### config.mk
export PLATFORM = sky130hd
export DESIGN_NAME = uttb_line
export DESIGN_NICKNAME = d
export VERILOG_FILES = /design/src/rtl/uttb_pkg.sv /design/src/rtl/uttb_baud.sv /design/src/rtl/uttb_line.sv
export SDC_FILE = /design/constraint.sdc
export NUM_CORES = 1
export LEC_CHECK = 0
export ABC_AREA = 1
export BUFFER_PORTS_ARGS = -buffer_cell sky130_fd_sc_hd__buf_2
export CORE_ASPECT_RATIO = 1.25
export CORE_MARGIN = 8
export CORE_UTILIZATION = 43
export CTS_CLUSTER_SIZE = 8
export DETAILED_ROUTE_END_ITERATION = 10
export SYNTH_ARGS = -nofsm -noshare
export SYNTH_HDL_FRONTEND = slang
export SYNTH_SLANG_ARGS = --single-unit
export TNS_END_PERCENT = 10
### constraint.sdc
create_clock -name clk -period 2.1 [get_ports clk]
set_clock_uncertainty 0.1 [all_clocks]
set_input_delay 0.42 -clock clk [delete_from_list [all_inputs] [get_ports clk]]
set_output_delay 0.42 -clock clk [all_outputs]
set_load 0.03 [all_outputs]
### src/rtl/uttb_pkg.sv
// Package: register map, bit fields, timing counts and state types of the line logic
package uttb_pkg;

   localparam int ADDR_W = 8;

   // Register byte offsets
   localparam logic [7:0] OFF_CTRL = 8'h00;
   localparam logic [7:0] OFF_MODE = 8'h04;
   localparam logic [7:0] OFF_STATUS = 8'h08;
   localparam logic [7:0] OFF_TXHOLD = 8'h0C;
   localparam logic [7:0] OFF_RXIDLE = 8'h10;
   localparam logic [7:0] OFF_GUARD = 8'h14;
   localparam logic [7:0] OFF_BAUD = 8'h18;

   // Command bits of control_cmd_reg
   localparam int CMD_CLR = 0;
   localparam int CMD_BRK_START = 1;
   localparam int CMD_BRK_STOP = 2;
   localparam int CMD_ARM = 3;
   localparam int CMD_RELOAD = 4;

   // Mode register bits
   localparam int MODE_SYNC = 0;
   localparam int MODE_PAR = 1;

   // Bits of channel_status_reg
   localparam int ST_TXFREE = 0;
   localparam int ST_TXIDLE = 1;
   localparam int ST_RXBREAK = 2;
   localparam int ST_FRAME = 3;
   localparam int ST_TIMEOUT = 4;

   // Reset values
   localparam logic [15:0] BAUD_RST = 16'h0014;
   localparam logic [15:0] RXIDLE_RST = 16'h0000;
   localparam logic [7:0] GUARD_RST = 8'h00;

   // Timing counts, in samples or bit periods
   localparam logic [3:0] OS_LAST = 4'hF;
   localparam logic [3:0] OS_MID = 4'h7;
   localparam logic [1:0] BRK_END_ASYNC = 2'h2;
   localparam logic [1:0] BRK_END_SYNC = 2'h1;
   localparam logic [7:0] BRK_IDLE_MIN = 8'h0C;
   localparam logic [3:0] TX_REM_BITS = 4'h9;
   localparam logic [3:0] RX_LAST_BIT = 4'h8;

   typedef enum logic [2:0] {TX_IDLE, TX_SHIFT, TX_GUARD, TX_BREAK, TX_POSTBRK} uttb_tx_e;
   typedef enum logic [1:0] {RX_IDLE, RX_START, RX_DATA, RX_BREAK} uttb_rx_e;

   typedef struct packed {
      logic [15:0] cnt;
      logic [3:0] sub;
      logic sample_tick;
      logic bit_tick;
   } uttb_baud_s;

   typedef struct packed {
      logic [31:0] rdata;
      logic txd;
      logic mode_sync;
      logic mode_par;
      logic [15:0] baud_div;
      logic [15:0] to_value;
      logic [7:0] guard;
      logic [15:0] to_cnt;
      logic to_run;
      logic to_flag;
      logic frame_flag;
      logic brk_flag;
      logic tx_free;
      logic tx_all_idle;
      logic hold_full;
      logic [7:0] tx_hold;
      logic brk_pend;
      logic brk_on;
      logic brk_stop_req;
      uttb_tx_e tx_state;
      logic [9:0] tx_shift;
      logic [3:0] tx_bits;
      logic [7:0] tx_gcnt;
      uttb_rx_e rx_state;
      logic [3:0] rx_cnt;
      logic [3:0] rx_idx;
      logic rx_zero;
      logic [1:0] rx_hcnt;
   } uttb_state_s;

endpackage

### src/rtl/uttb_baud.sv
// Baud tick generator: sample ticks and bit-period ticks
`timescale 1ns/1ps
module uttb_baud (
   input wire logic clk,
   input wire logic resetn,
   input wire logic [15:0] div,
   input wire logic sync,
   output logic sample_tick,
   output logic bit_tick
);

   uttb_pkg::uttb_baud_s s;
   uttb_pkg::uttb_baud_s n;

   // Divide the clock; sixteen samples make a bit unless in sync mode
   always_comb begin
      n = s;
      n.sample_tick = 1'b0;
      n.bit_tick = 1'b0;
      if (s.cnt >= div) begin
         n.cnt = 16'h0000;
         n.sample_tick = 1'b1;
         n.sub = s.sub + 4'h1;
         n.bit_tick = sync || (s.sub == uttb_pkg::OS_LAST);
      end else begin
         n.cnt = s.cnt + 16'h0001;
      end
   end

   // State register
   always_ff @(posedge clk or negedge resetn) begin
      if (!resetn) begin
         s <= '0;
      end else begin
         s <= n;
      end
   end

   assign sample_tick = s.sample_tick;
   assign bit_tick = s.bit_tick;

endmodule

### src/rtl/uttb_line.sv
// Line-condition logic: receive time-out, framing, transmit and receive break
//
// Function
// - Zero time-out value disables time-out flag
// - Nonzero value loads 16-bit counter, decrements per bit
// - Counter reaching zero raises time-out flag
// - Arm command stops counting until next character
// - Reload command restarts counter at once
// - Low stop bit flags framing error mid-bit
// - Framing flag holds until clear-status command
// - Break holds line low one full character
// - Break waits for current character to finish
// - Further break starts ignored until break ends
// - Early break stop still completes minimum break
// - Break commands taken only while holding free
// - Break stop without start is ignored
// - Holding write during pending break discarded
// - After break, line high max(12, guard)
// - All-zero character raises break, not framing
// - Break flag holds until clear-status command
// - High after break re-asserts break flag
// - Guard period inserts idle bits, zero none
//
// Implementation choices: the register offsets and the strobed register port.
`timescale 1ns/1ps
module uttb_line (
   input wire logic clk,
   input wire logic resetn,
   input wire logic [7:0] addr,
   input wire logic [31:0] wdata,
   input wire logic wr_en,
   input wire logic rd_en,
   output logic [31:0] rdata,
   input wire logic rxd,
   output logic txd
);

   uttb_pkg::uttb_state_s s;
   uttb_pkg::uttb_state_s n;
   logic sample_tick;
   logic bit_tick;
   logic ctrl_wr;
   logic clr_cmd;
   logic brk_start_cmd;
   logic brk_stop_cmd;
   logic arm_cmd;
   logic reload_cmd;
   logic hold_wr;
   logic brk_start_ok;
   logic brk_stop_ok;
   logic brk_start_now;
   logic tx_go;
   logic rx_done;
   logic rx_brk_hit;
   logic rx_frame_hit;
   logic rx_brk_end;
   logic [3:0] rx_target;
   logic [3:0] rx_last;
   logic [1:0] brk_end_need;
   logic [7:0] post_len;
   logic [31:0] status;

   ////////////////////////////////////////////////////////////////////////
   // Baud ticks
   uttb_baud u_baud (
      .clk(clk),
      .resetn(resetn),
      .div(s.baud_div),
      .sync(s.mode_sync),
      .sample_tick(sample_tick),
      .bit_tick(bit_tick)
   );

   ////////////////////////////////////////////////////////////////////////
   // Command decode; a command write is a single-cycle pulse
   assign ctrl_wr = wr_en && (addr == uttb_pkg::OFF_CTRL);
   assign clr_cmd = ctrl_wr && wdata[uttb_pkg::CMD_CLR];
   assign brk_start_cmd = ctrl_wr && wdata[uttb_pkg::CMD_BRK_START];
   assign brk_stop_cmd = ctrl_wr && wdata[uttb_pkg::CMD_BRK_STOP];
   assign arm_cmd = ctrl_wr && wdata[uttb_pkg::CMD_ARM];
   assign reload_cmd = ctrl_wr && wdata[uttb_pkg::CMD_RELOAD];
   assign hold_wr = wr_en && (addr == uttb_pkg::OFF_TXHOLD);

   // Break commands only while holding is free, as for a character
   assign brk_start_ok = brk_start_cmd && s.tx_free && !s.brk_pend && !s.brk_on;
   assign brk_stop_ok = brk_stop_cmd && s.tx_free && (s.brk_pend || s.brk_on)
      && (s.tx_state != uttb_pkg::TX_POSTBRK);

   // Receiver sample spacing and end-of-break length per mode
   assign rx_target = s.mode_sync ? 4'h0 :
      ((s.rx_state == uttb_pkg::RX_START) ? uttb_pkg::OS_MID : uttb_pkg::OS_LAST);
   assign rx_last = uttb_pkg::RX_LAST_BIT + {3'h0, s.mode_par};
   assign brk_end_need = s.mode_sync ? uttb_pkg::BRK_END_SYNC : uttb_pkg::BRK_END_ASYNC;
   // Idle after break is the longer of the fixed minimum and the guard
   assign post_len = (s.guard > uttb_pkg::BRK_IDLE_MIN) ? s.guard : uttb_pkg::BRK_IDLE_MIN;

   // Status word
   always_comb begin
      status = 32'h0000_0000;
      status[uttb_pkg::ST_TXFREE] = s.tx_free;
      status[uttb_pkg::ST_TXIDLE] = s.tx_all_idle;
      status[uttb_pkg::ST_RXBREAK] = s.brk_flag;
      status[uttb_pkg::ST_FRAME] = s.frame_flag;
      status[uttb_pkg::ST_TIMEOUT] = s.to_flag;
   end

   ////////////////////////////////////////////////////////////////////////
   // Next-state logic
   always_comb begin
      n = s;
      n.rdata = 32'h0000_0000;
      brk_start_now = 1'b0;
      tx_go = 1'b0;
      rx_done = 1'b0;
      rx_brk_hit = 1'b0;
      rx_frame_hit = 1'b0;
      rx_brk_end = 1'b0;

      // Register writes and reads; unmapped reads return zero
      if (wr_en) begin
         case (addr)
            uttb_pkg::OFF_MODE: begin
               n.mode_sync = wdata[uttb_pkg::MODE_SYNC];
               n.mode_par = wdata[uttb_pkg::MODE_PAR];
            end
            uttb_pkg::OFF_RXIDLE: n.to_value = wdata[15:0];
            uttb_pkg::OFF_GUARD: n.guard = wdata[7:0];
            uttb_pkg::OFF_BAUD: n.baud_div = wdata[15:0];
            default: ;
         endcase
      end
      if (rd_en) begin
         case (addr)
            uttb_pkg::OFF_MODE: n.rdata = {30'h0, s.mode_par, s.mode_sync};
            uttb_pkg::OFF_STATUS: n.rdata = status;
            uttb_pkg::OFF_RXIDLE: n.rdata = {16'h0000, s.to_value};
            uttb_pkg::OFF_GUARD: n.rdata = {24'h000000, s.guard};
            uttb_pkg::OFF_BAUD: n.rdata = {16'h0000, s.baud_div};
            default: n.rdata = 32'h0000_0000;
         endcase
      end

      // Holding register; a byte offered while a break waits is dropped
      if (hold_wr && !s.hold_full && !s.brk_pend) begin
         n.tx_hold = wdata[7:0];
         n.hold_full = 1'b1;
      end
      if (brk_start_ok) begin
         n.brk_pend = 1'b1;
      end
      if (brk_stop_ok) begin
         n.brk_stop_req = 1'b1;
      end

      // Transmit sequencer, stepped on bit ticks
      if (bit_tick) begin
         case (s.tx_state)
            uttb_pkg::TX_SHIFT: begin
               if (s.tx_bits != 4'h0) begin
                  n.txd = s.tx_shift[0];
                  n.tx_shift = {1'b1, s.tx_shift[9:1]};
                  n.tx_bits = s.tx_bits - 4'h1;
               end else if (s.guard != 8'h00) begin
                  n.tx_state = uttb_pkg::TX_GUARD;
                  n.tx_gcnt = s.guard;
               end else begin
                  tx_go = 1'b1;
               end
            end
            uttb_pkg::TX_GUARD: begin
               if (s.tx_gcnt == 8'h01) begin
                  tx_go = 1'b1;
               end else begin
                  n.tx_gcnt = s.tx_gcnt - 8'h01;
               end
            end
            uttb_pkg::TX_BREAK: begin
               // Minimum length runs out before a stop request is honoured
               if (s.tx_bits != 4'h0) begin
                  n.tx_bits = s.tx_bits - 4'h1;
               end else if (s.brk_stop_req) begin
                  n.tx_state = uttb_pkg::TX_POSTBRK;
                  n.txd = 1'b1;
                  n.tx_gcnt = post_len;
               end
            end
            uttb_pkg::TX_POSTBRK: begin
               if (s.tx_gcnt == 8'h01) begin
                  n.brk_on = 1'b0;
                  n.brk_stop_req = 1'b0;
                  tx_go = 1'b1;
               end else begin
                  n.tx_gcnt = s.tx_gcnt - 8'h01;
               end
            end
            default: tx_go = 1'b1;
         endcase
      end

      // Start next frame on the same tick so no idle bit slips in
      if (tx_go) begin
         n.tx_state = uttb_pkg::TX_IDLE;
         n.txd = 1'b1;
         if (s.hold_full) begin
            // A queued character goes first; the break follows it
            n.tx_state = uttb_pkg::TX_SHIFT;
            n.txd = 1'b0;
            n.tx_shift = {1'b1, s.mode_par ? ^s.tx_hold : 1'b1, s.tx_hold};
            n.tx_bits = uttb_pkg::TX_REM_BITS + {3'h0, s.mode_par};
            n.hold_full = 1'b0;
         end else if (s.brk_pend) begin
            n.tx_state = uttb_pkg::TX_BREAK;
            n.txd = 1'b0;
            n.tx_bits = uttb_pkg::TX_REM_BITS + {3'h0, s.mode_par};
            n.brk_pend = 1'b0;
            n.brk_on = 1'b1;
            brk_start_now = 1'b1;
         end
      end

      // Ready flags; break start drops both as a character would
      n.tx_free = !n.hold_full && !n.brk_pend && !brk_start_now;
      n.tx_all_idle = (n.tx_state == uttb_pkg::TX_IDLE) && !n.hold_full && !n.brk_pend;

      // Receive sequencer, stepped on sample ticks
      if (sample_tick) begin
         case (s.rx_state)
            uttb_pkg::RX_IDLE: begin
               if (!rxd) begin
                  n.rx_cnt = 4'h0;
                  n.rx_idx = 4'h0;
                  n.rx_zero = 1'b1;
                  n.rx_state = s.mode_sync ? uttb_pkg::RX_DATA : uttb_pkg::RX_START;
               end
            end
            uttb_pkg::RX_START: begin
               if (s.rx_cnt == rx_target) begin
                  n.rx_cnt = 4'h0;
                  n.rx_state = rxd ? uttb_pkg::RX_IDLE : uttb_pkg::RX_DATA;
               end else begin
                  n.rx_cnt = s.rx_cnt + 4'h1;
               end
            end
            uttb_pkg::RX_DATA: begin
               if (s.rx_cnt != rx_target) begin
                  n.rx_cnt = s.rx_cnt + 4'h1;
               end else if (s.rx_idx != rx_last) begin
                  n.rx_cnt = 4'h0;
                  n.rx_zero = s.rx_zero && !rxd;
                  n.rx_idx = s.rx_idx + 4'h1;
               end else begin
                  // Stop bit sampled at its middle
                  rx_done = 1'b1;
                  n.rx_state = uttb_pkg::RX_IDLE;
                  if (!rxd && s.rx_zero) begin
                     rx_brk_hit = 1'b1;
                     n.rx_state = uttb_pkg::RX_BREAK;
                     n.rx_hcnt = 2'h0;
                  end else if (!rxd) begin
                     rx_frame_hit = 1'b1;
                  end
               end
            end
            uttb_pkg::RX_BREAK: begin
               // Glitches shorter than the end length restart the count
               if (!rxd) begin
                  n.rx_hcnt = 2'h0;
               end else if ((s.rx_hcnt + 2'h1) == brk_end_need) begin
                  rx_brk_end = 1'b1;
                  n.rx_state = uttb_pkg::RX_IDLE;
               end else begin
                  n.rx_hcnt = s.rx_hcnt + 2'h1;
               end
            end
            default: n.rx_state = uttb_pkg::RX_IDLE;
         endcase
      end

      // Sticky receive flags; a new event wins over a clear
      if (clr_cmd) begin
         n.frame_flag = 1'b0;
         n.brk_flag = 1'b0;
      end
      if (rx_frame_hit) begin
         n.frame_flag = 1'b1;
      end
      if (rx_brk_hit || rx_brk_end) begin
         n.brk_flag = 1'b1;
      end

      // Idle time-out counter
      if (arm_cmd || reload_cmd) begin
         n.to_flag = 1'b0;
      end
      if (arm_cmd) begin
         n.to_run = 1'b0;
      end
      if (reload_cmd || rx_done) begin
         n.to_cnt = s.to_value;
         n.to_run = 1'b1;
      end else if (s.to_run && bit_tick && !arm_cmd) begin
         n.to_cnt = s.to_cnt - 16'h0001;
         if (s.to_cnt == 16'h0001) begin
            n.to_flag = 1'b1;
            n.to_run = 1'b0;
         end
      end
      // Zero value disables everything, whatever else happened
      if (s.to_value == 16'h0000) begin
         n.to_flag = 1'b0;
         n.to_run = 1'b0;
      end
   end

   ////////////////////////////////////////////////////////////////////////
   // State register; counter waits for a first character after reset
   always_ff @(posedge clk or negedge resetn) begin
      if (!resetn) begin
         s <= '0;
         s.txd <= 1'b1;
         s.tx_free <= 1'b1;
         s.tx_all_idle <= 1'b1;
         s.baud_div <= uttb_pkg::BAUD_RST;
         s.to_value <= uttb_pkg::RXIDLE_RST;
         s.guard <= uttb_pkg::GUARD_RST;
      end else begin
         s <= n;
      end
   end

   assign rdata = s.rdata;
   assign txd = s.txd;
endmodule

=== Word-level counts from Yosys, hierarchy flattened ===
Index checks and enable logic that the tools add are counted.

* Add/sub/neg operators: 10
* Magnitude comparators: 2
* Equality and inequality tests: 39
* Muxes and demuxes: 107
* Reductions and logical operators: 62

{| class="wikitable"
|+ Operator list
! cell !! number
|-
| $pmux 16 s5 || 1
|-
| $mux 2 || 24
|-
| $mux 8 || 6
|-
| $mux 1 || 43
|-
| $mux 17 || 2
|-
| $mux 16 || 2
|-
| $mux 4 || 7
|-
| $mux 27 || 1
|-
| $eq 8x5->1 const B || 3
|-
| $ne 2x2->1 const B || 12
|-
| $pmux 8 s3 || 1
|-
| $logic_and 1x1->1 || 22
|-
| $mux 10 || 2
|-
| $mux 18 || 1
|-
| $mux 9 || 2
|-
| $ne 3x3->1 const B || 6
|-
| $add 16x1->16 const B || 1
|-
| $eq 16x1->1 const B || 1
|-
| $eq 8x4->1 const B || 2
|-
| $ge 16x16->1 || 1
|-
| $logic_not 16->1 || 1
|-
| $sub 16x1->16 const B || 1
|-
| $mux 14 || 1
|-
| $reduce_and 7->1 || 2
|-
| other kinds (44) || 75
|}

* Bits in registers: 169
* Input bits: 45
* Output and inout bits: 33
* Logic and storage cells: 252

=== Logic depth before layout (Yosys ltp) ===
* Depth in word-level cells: 16
* Mapped depth: 14
* Depth with buffers taken out: 14

=== Cells and area by module ===
A second synthesis with hierarchy kept.

* Cell total of the unflattened synthesis: 1,087
* Area total of the unflattened synthesis: 8,720.9 sq um

{| class="wikitable"
|+ Modules (own cells, without submodules)
! module !! times used !! cells an instance !! area each (sq um) !! sequential area each (sq um)
|-
| uttb_line || 1 || 910 || 7,153.1 || 3,284.4
|-
| uttb_baud || 1 || 177 || 1,567.8 || 550.5
|}

=== Worst setup path after synthesis ===
No wires, ideal clock.

* Kind: reg2reg
* Start point: register s[98] (netlist bit)
* End point: register u_baud.s[10] (netlist bit)
* Library setup time: 88 ps
* Arrival: 1,692 ps
* Required time: 1,912 ps
* Path slack: 220 ps
* Stages on the path, launching flop included: 11
* Path buffers: 1
* Clock period less this slack: 1,880 ps
* Path through: dfstp_2 inv_1 ha_1 nand2_1 nor2_1 o21ai_0 nand2_1 nand2_1 nand3_1 buf_2 nor3b_1

{| class="wikitable"
|+ RTL lines
! element !! RTL line !! source
|-
| start: declaration || uttb_line.sv:38 || <nowiki>uttb_pkg::uttb_state_s s;</nowiki>
|-
| start signal: assignment || uttb_line.sv:327 || <nowiki>s <= n;</nowiki>
|-
| end signal: assignment || uttb_baud.sv:35 || <nowiki>s <= n;</nowiki>
|-
| end: declaration || uttb_baud.sv:12 || <nowiki>uttb_pkg::uttb_baud_s s;</nowiki>
|}

==> impl_results.md <==
- Top-Level Pins: just under 80
- Seq/Total Area, Yosys: ~44%
- Tot GR Track Use: 17.4%
- PortBufs: 45
- DR DRC count: 0
- Final antenna-violating net count: 0
- Syn-to-layout area delta: 14.9%
- First-pass GRT wire length: 34.5 mm
- CTS tree: yes
- Levels on crit path: 10
- Worst-path cell chain: inv_1 > ha_1 > nand2_1 > nor2_1 > o21ai_0 > nand2_1 > nand2_1 > nand3_1 > buf_12 > nor3b_1
- Leakage Power: ~5.1 nW
- RR Endpoint: u_baud.s[10]
- Most used cell, CP: nand2_1
- Cell area after layout: 9980 um^2
- Initial cell density of the core: 43.5%
- Mapped Area: 8680 um^2
- Reg2Reg Depth: 10
- Max stage delay on crit path: around 0.53 ns
- CTS Buffer Depth: 2
- Largest net degree at the start of global routing: 45
- Crit. End Element: register
- Max-cap violations: 0
- Sequential power share: between 40 and 50%
- Worst hold slack: about 0.15 ns
- Sequential Area: 3830 um^2
- GR Overflow Total: 0
- Core area: ~20000 um^2
- Status: completed
- Max Transition Viols Final: 0
- Hold path cells: 2
- Pre-CTS setup slack: 0.101 ns
- Worst Setup Path Type: reg -> reg
- Multi-input logic area: slightly above 4000 um^2
- PnR worst setup slack: between 0.15 and 0.2 ns
- Synth async-reset ratio: 100%
- RSZ-0062 raised after global routing: yes
- Avg Inst Size Synth: slightly above 8 um^2
- Initial antenna violation count: 1
- Tmin final: around 1.9 ns
- HP Class: in -> reg
- CP delay by family, top: simple AND/OR/NAND/NOR gates
- # fillers: 1960
- Final nets: between 1000 and 1500
- Post-CTS Repair Setup Buffers: 0
- Site Rows: 58
- Final Hold Violating Endpoints: 0
- FF-to-FF setup slack: around 0.15 ns
- Switch Pwr: between 0.0015 and 0.002 W
- CTS sink count: 153
- Antenna cells: 0
- CTS buffer count: 17
- Final setup viols: 0
- PwrDens: 656 nW/um^2
- CTS clk-pin slew, worst paths: roughly 0.07 ns
- Hold endpoint: s[95]
- DP Area: between 9000 and 10000 um^2
- Placer Congestion: slightly below 0.9
- #FFs+latches synth: 153
- Clock latency on the worst-skew pair: 0.43 ns
- Starting DRT DRC Count: 383
- CP Launch Type: register
- Die area: approximately 25000 um^2
- Worst Path Buf+Inv: 2
- WP data required: 2.34 ns
- Maximum clock rate: 514 MHz
- Reg-to-reg critical path startpoint: s[98]
- Clk root buf: clkbuf_16
- Share of cells above drive strength 1: 17.8%
- First-pass iteration count of the detailed router: 5
- Post-synth EDFFs: 0
- Post-synth cell types: slightly below 50
- Clock Power Share: 46.6%
- Detailed Route WL: slightly above 20 mm
- Total number of vias: around 7000
- Max FO, Critical Path: 25
- Tcrit/Tclk final: between 90% and 100%
- Synth Flop Type: dfrtp_1
- Die Wd: ~140 um
- Worst Hold Launch: wdata[15]
- Avg WL per Cell: about 14 um
- Vias in the first global route: ~7000
- Comb pwr share: 6.3%
- Die H: around 170 um
- Post-DP HPWL: 15.9 mm
- Max stage delay cell, worst path: dfstp_2
- CP Data Arrival Time: between 2 and 2.5 ns
- Mapped Cells: roughly 1100
- DR vias/cell: approximately 5
- H-tree Lvls: 4
- Internal Power: a little under 0.005 W
- YS warnings: 0
- Max VDD drop: around 0.00060 V
- Switch share: roughly a quarter
## worst reg2reg max path, stage by stage (launching register included)
cell	delay (ns)
dfstp_2	0.53
inv_1	0.05
ha_1	0.28
nand2_1	0.09
nor2_1	0.05
o21ai_0	0.16
nand2_1	0.08
nand2_1	0.06
nand3_1	0.10
buf_12	0.18
nor3b_1	0.20
## power groups by stage
| stage | clock network [W] | registers (W) | logic (W) |
|---|---|---|---|
| 2_1_floorplan | 0 | 0.00311 | 0.000257 |
| 3_3_place_gp | 0 | 0.00313 | 0.000411 |
| 3_5_place_dp | 0 | 0.00313 | 0.000416 |
| 4_1_cts | 0.00312 | 0.00308 | 0.000420 |
| 5_1_grt | 0.00324 | 0.00308 | 0.000472 |
| 6_report | 0.00305 | 0.00308 | 0.000415 |
## final cells by class
type                            count  share of cell area [%]
Clock buffer                       19                    4.54
Clock inverter                     13                    1.34
Inverter                          122                    4.61
Multi-Input combinational cell    765                    41.1
Sequential cell                   153                    38.4
Tap cell                          270                    3.38
Timing Repair Buffer               90                    6.61
## cell families (layout without fill, tap and decap cells)
logic type | count (synthesis) | count (layout) | share of synthesized area (%)
muxes | 16 | 16 | 2.06
AOI/OAI and AO/OA | 147 | 147 | 9.15
buffers and inverters | 172 | 244 | 9.49
DFF | 153 | 153 | 44.2
other | 1 | 16 | 0.0432
xor gates and xnor gates | 37 | 37 | 3.73
and+or+nand+nor | 520 | 520 | 27.2
adders and majority gates | 29 | 29 | 4.18
## cell usage in the layout (no fill, tap or decap), drive strengths merged
master,n
mux2,15
clkinvlp,3
dlygate4sd3,1
nand4,9
nor2,120
o211ai,3
nand2,289
clkinv,4
ha,29
o21ai,68
nor3,21
o31ai,3
a41oi,1
bufinv,1
o22ai,7
xnor2,15
o221ai,1
a31oi,4
or2,3
nor4,5
a211oi,3
nand3b,1
conb,16
nor3b,5
buf,89
inv,127
dfrtp,148
xor2,22
nand3,67
clkbuf,19
dfstp,5
mux2i,1
a21boi,2
a21oi,54
a21o,1
## sequential cells by signal, indices dropped and copies added, names as in the netlist
| name | cells |
|---|---|
| txd | 1 |
| s | 114 |
| u_baud.bit_tick | 1 |
| u_baud.s | 20 |
| u_baud.sample_tick | 1 |
| rdata | 16 |
## metal layers
metal	GRT usage, %	share of wire, %
met1	20.7	43
met2	30.1	51
met3	3.47	3.3
met4	6.66	2.4
met5	0	0.049
## how the worst max path moves through the flow
stage | from | to | slack [ns]
3_5_place_dp | addr[1] | s[60] | 0.10
3_3_place_gp | s[11] | s[66] | 0.12
5_1_grt | s[21] | s[21] | -0.02
2_1_floorplan | s[98] | u_baud.s[10] | 0.22
6_report | s[98] | u_baud.s[10] | 0.15
4_1_cts | s[11] | s[64] | 0.09
## timing repair
item | in CTS | in global routing
endpoints found under the setup margin | 0 | 25
hold endpoints to repair | 38 | 0
gates resized for setup | 0 | 6
hold buffers | 1 | 0
## metrics by stage
| step | TNS [ns] | total power (W) | util [%] | std cells |
|---|---|---|---|---|
| 6_report | 0 | 0.00654 | 50.0 | 1432 |
| 3_5_place_dp | 0 | 0.00355 | 46.9 | 1399 |
| 5_1_grt | -0.0310 | 0.00680 | 50.0 | 1432 |
| 2_1_floorplan | 0 | 0.00337 | - | 1090 |
| 3_3_place_gp | 0 | 0.00354 | 46.9 | 1399 |
| 4_1_cts | 0 | 0.00662 | 49.9 | 1432 |
## cell usage after synthesis, types with 2 or more instances
master,count,share of area (%)
nor3b_1,5,0.43
o21ai_2,2,0.20
a31oi_1,4,0.29
o22ai_1,7,0.50
nor2_4,3,0.39
o21ai_1,4,0.23
buf_4,35,3.0
nand2_4,6,0.78
dfstp_2,5,1.5
xor2_1,22,2.2
inv_2,9,0.39
mux2_2,11,1.4
buf_6,3,0.39
nand3_2,7,0.81
nor2_2,9,0.65
nor3_1,20,1.2
mux2_1,4,0.52
nand2_2,20,1.4
clkbuf_1,6,0.26
a21oi_1,54,3.1
o21ai_0,62,3.6
ha_1,29,4.2
xnor2_1,15,1.5
dfrtp_1,148,43
a211oi_1,3,0.26
nand3_1,60,3.5
nor2_8,2,0.46
o211ai_1,3,0.26
inv_1,111,4.8
o31ai_1,3,0.26
nor2_1,106,4.6
nand4_1,9,0.65
buf_2,5,0.29
or2_2,3,0.22
nor4_1,4,0.29
nand2_1,263,11
Note: power is estimated with default switching activity, not from simulation.
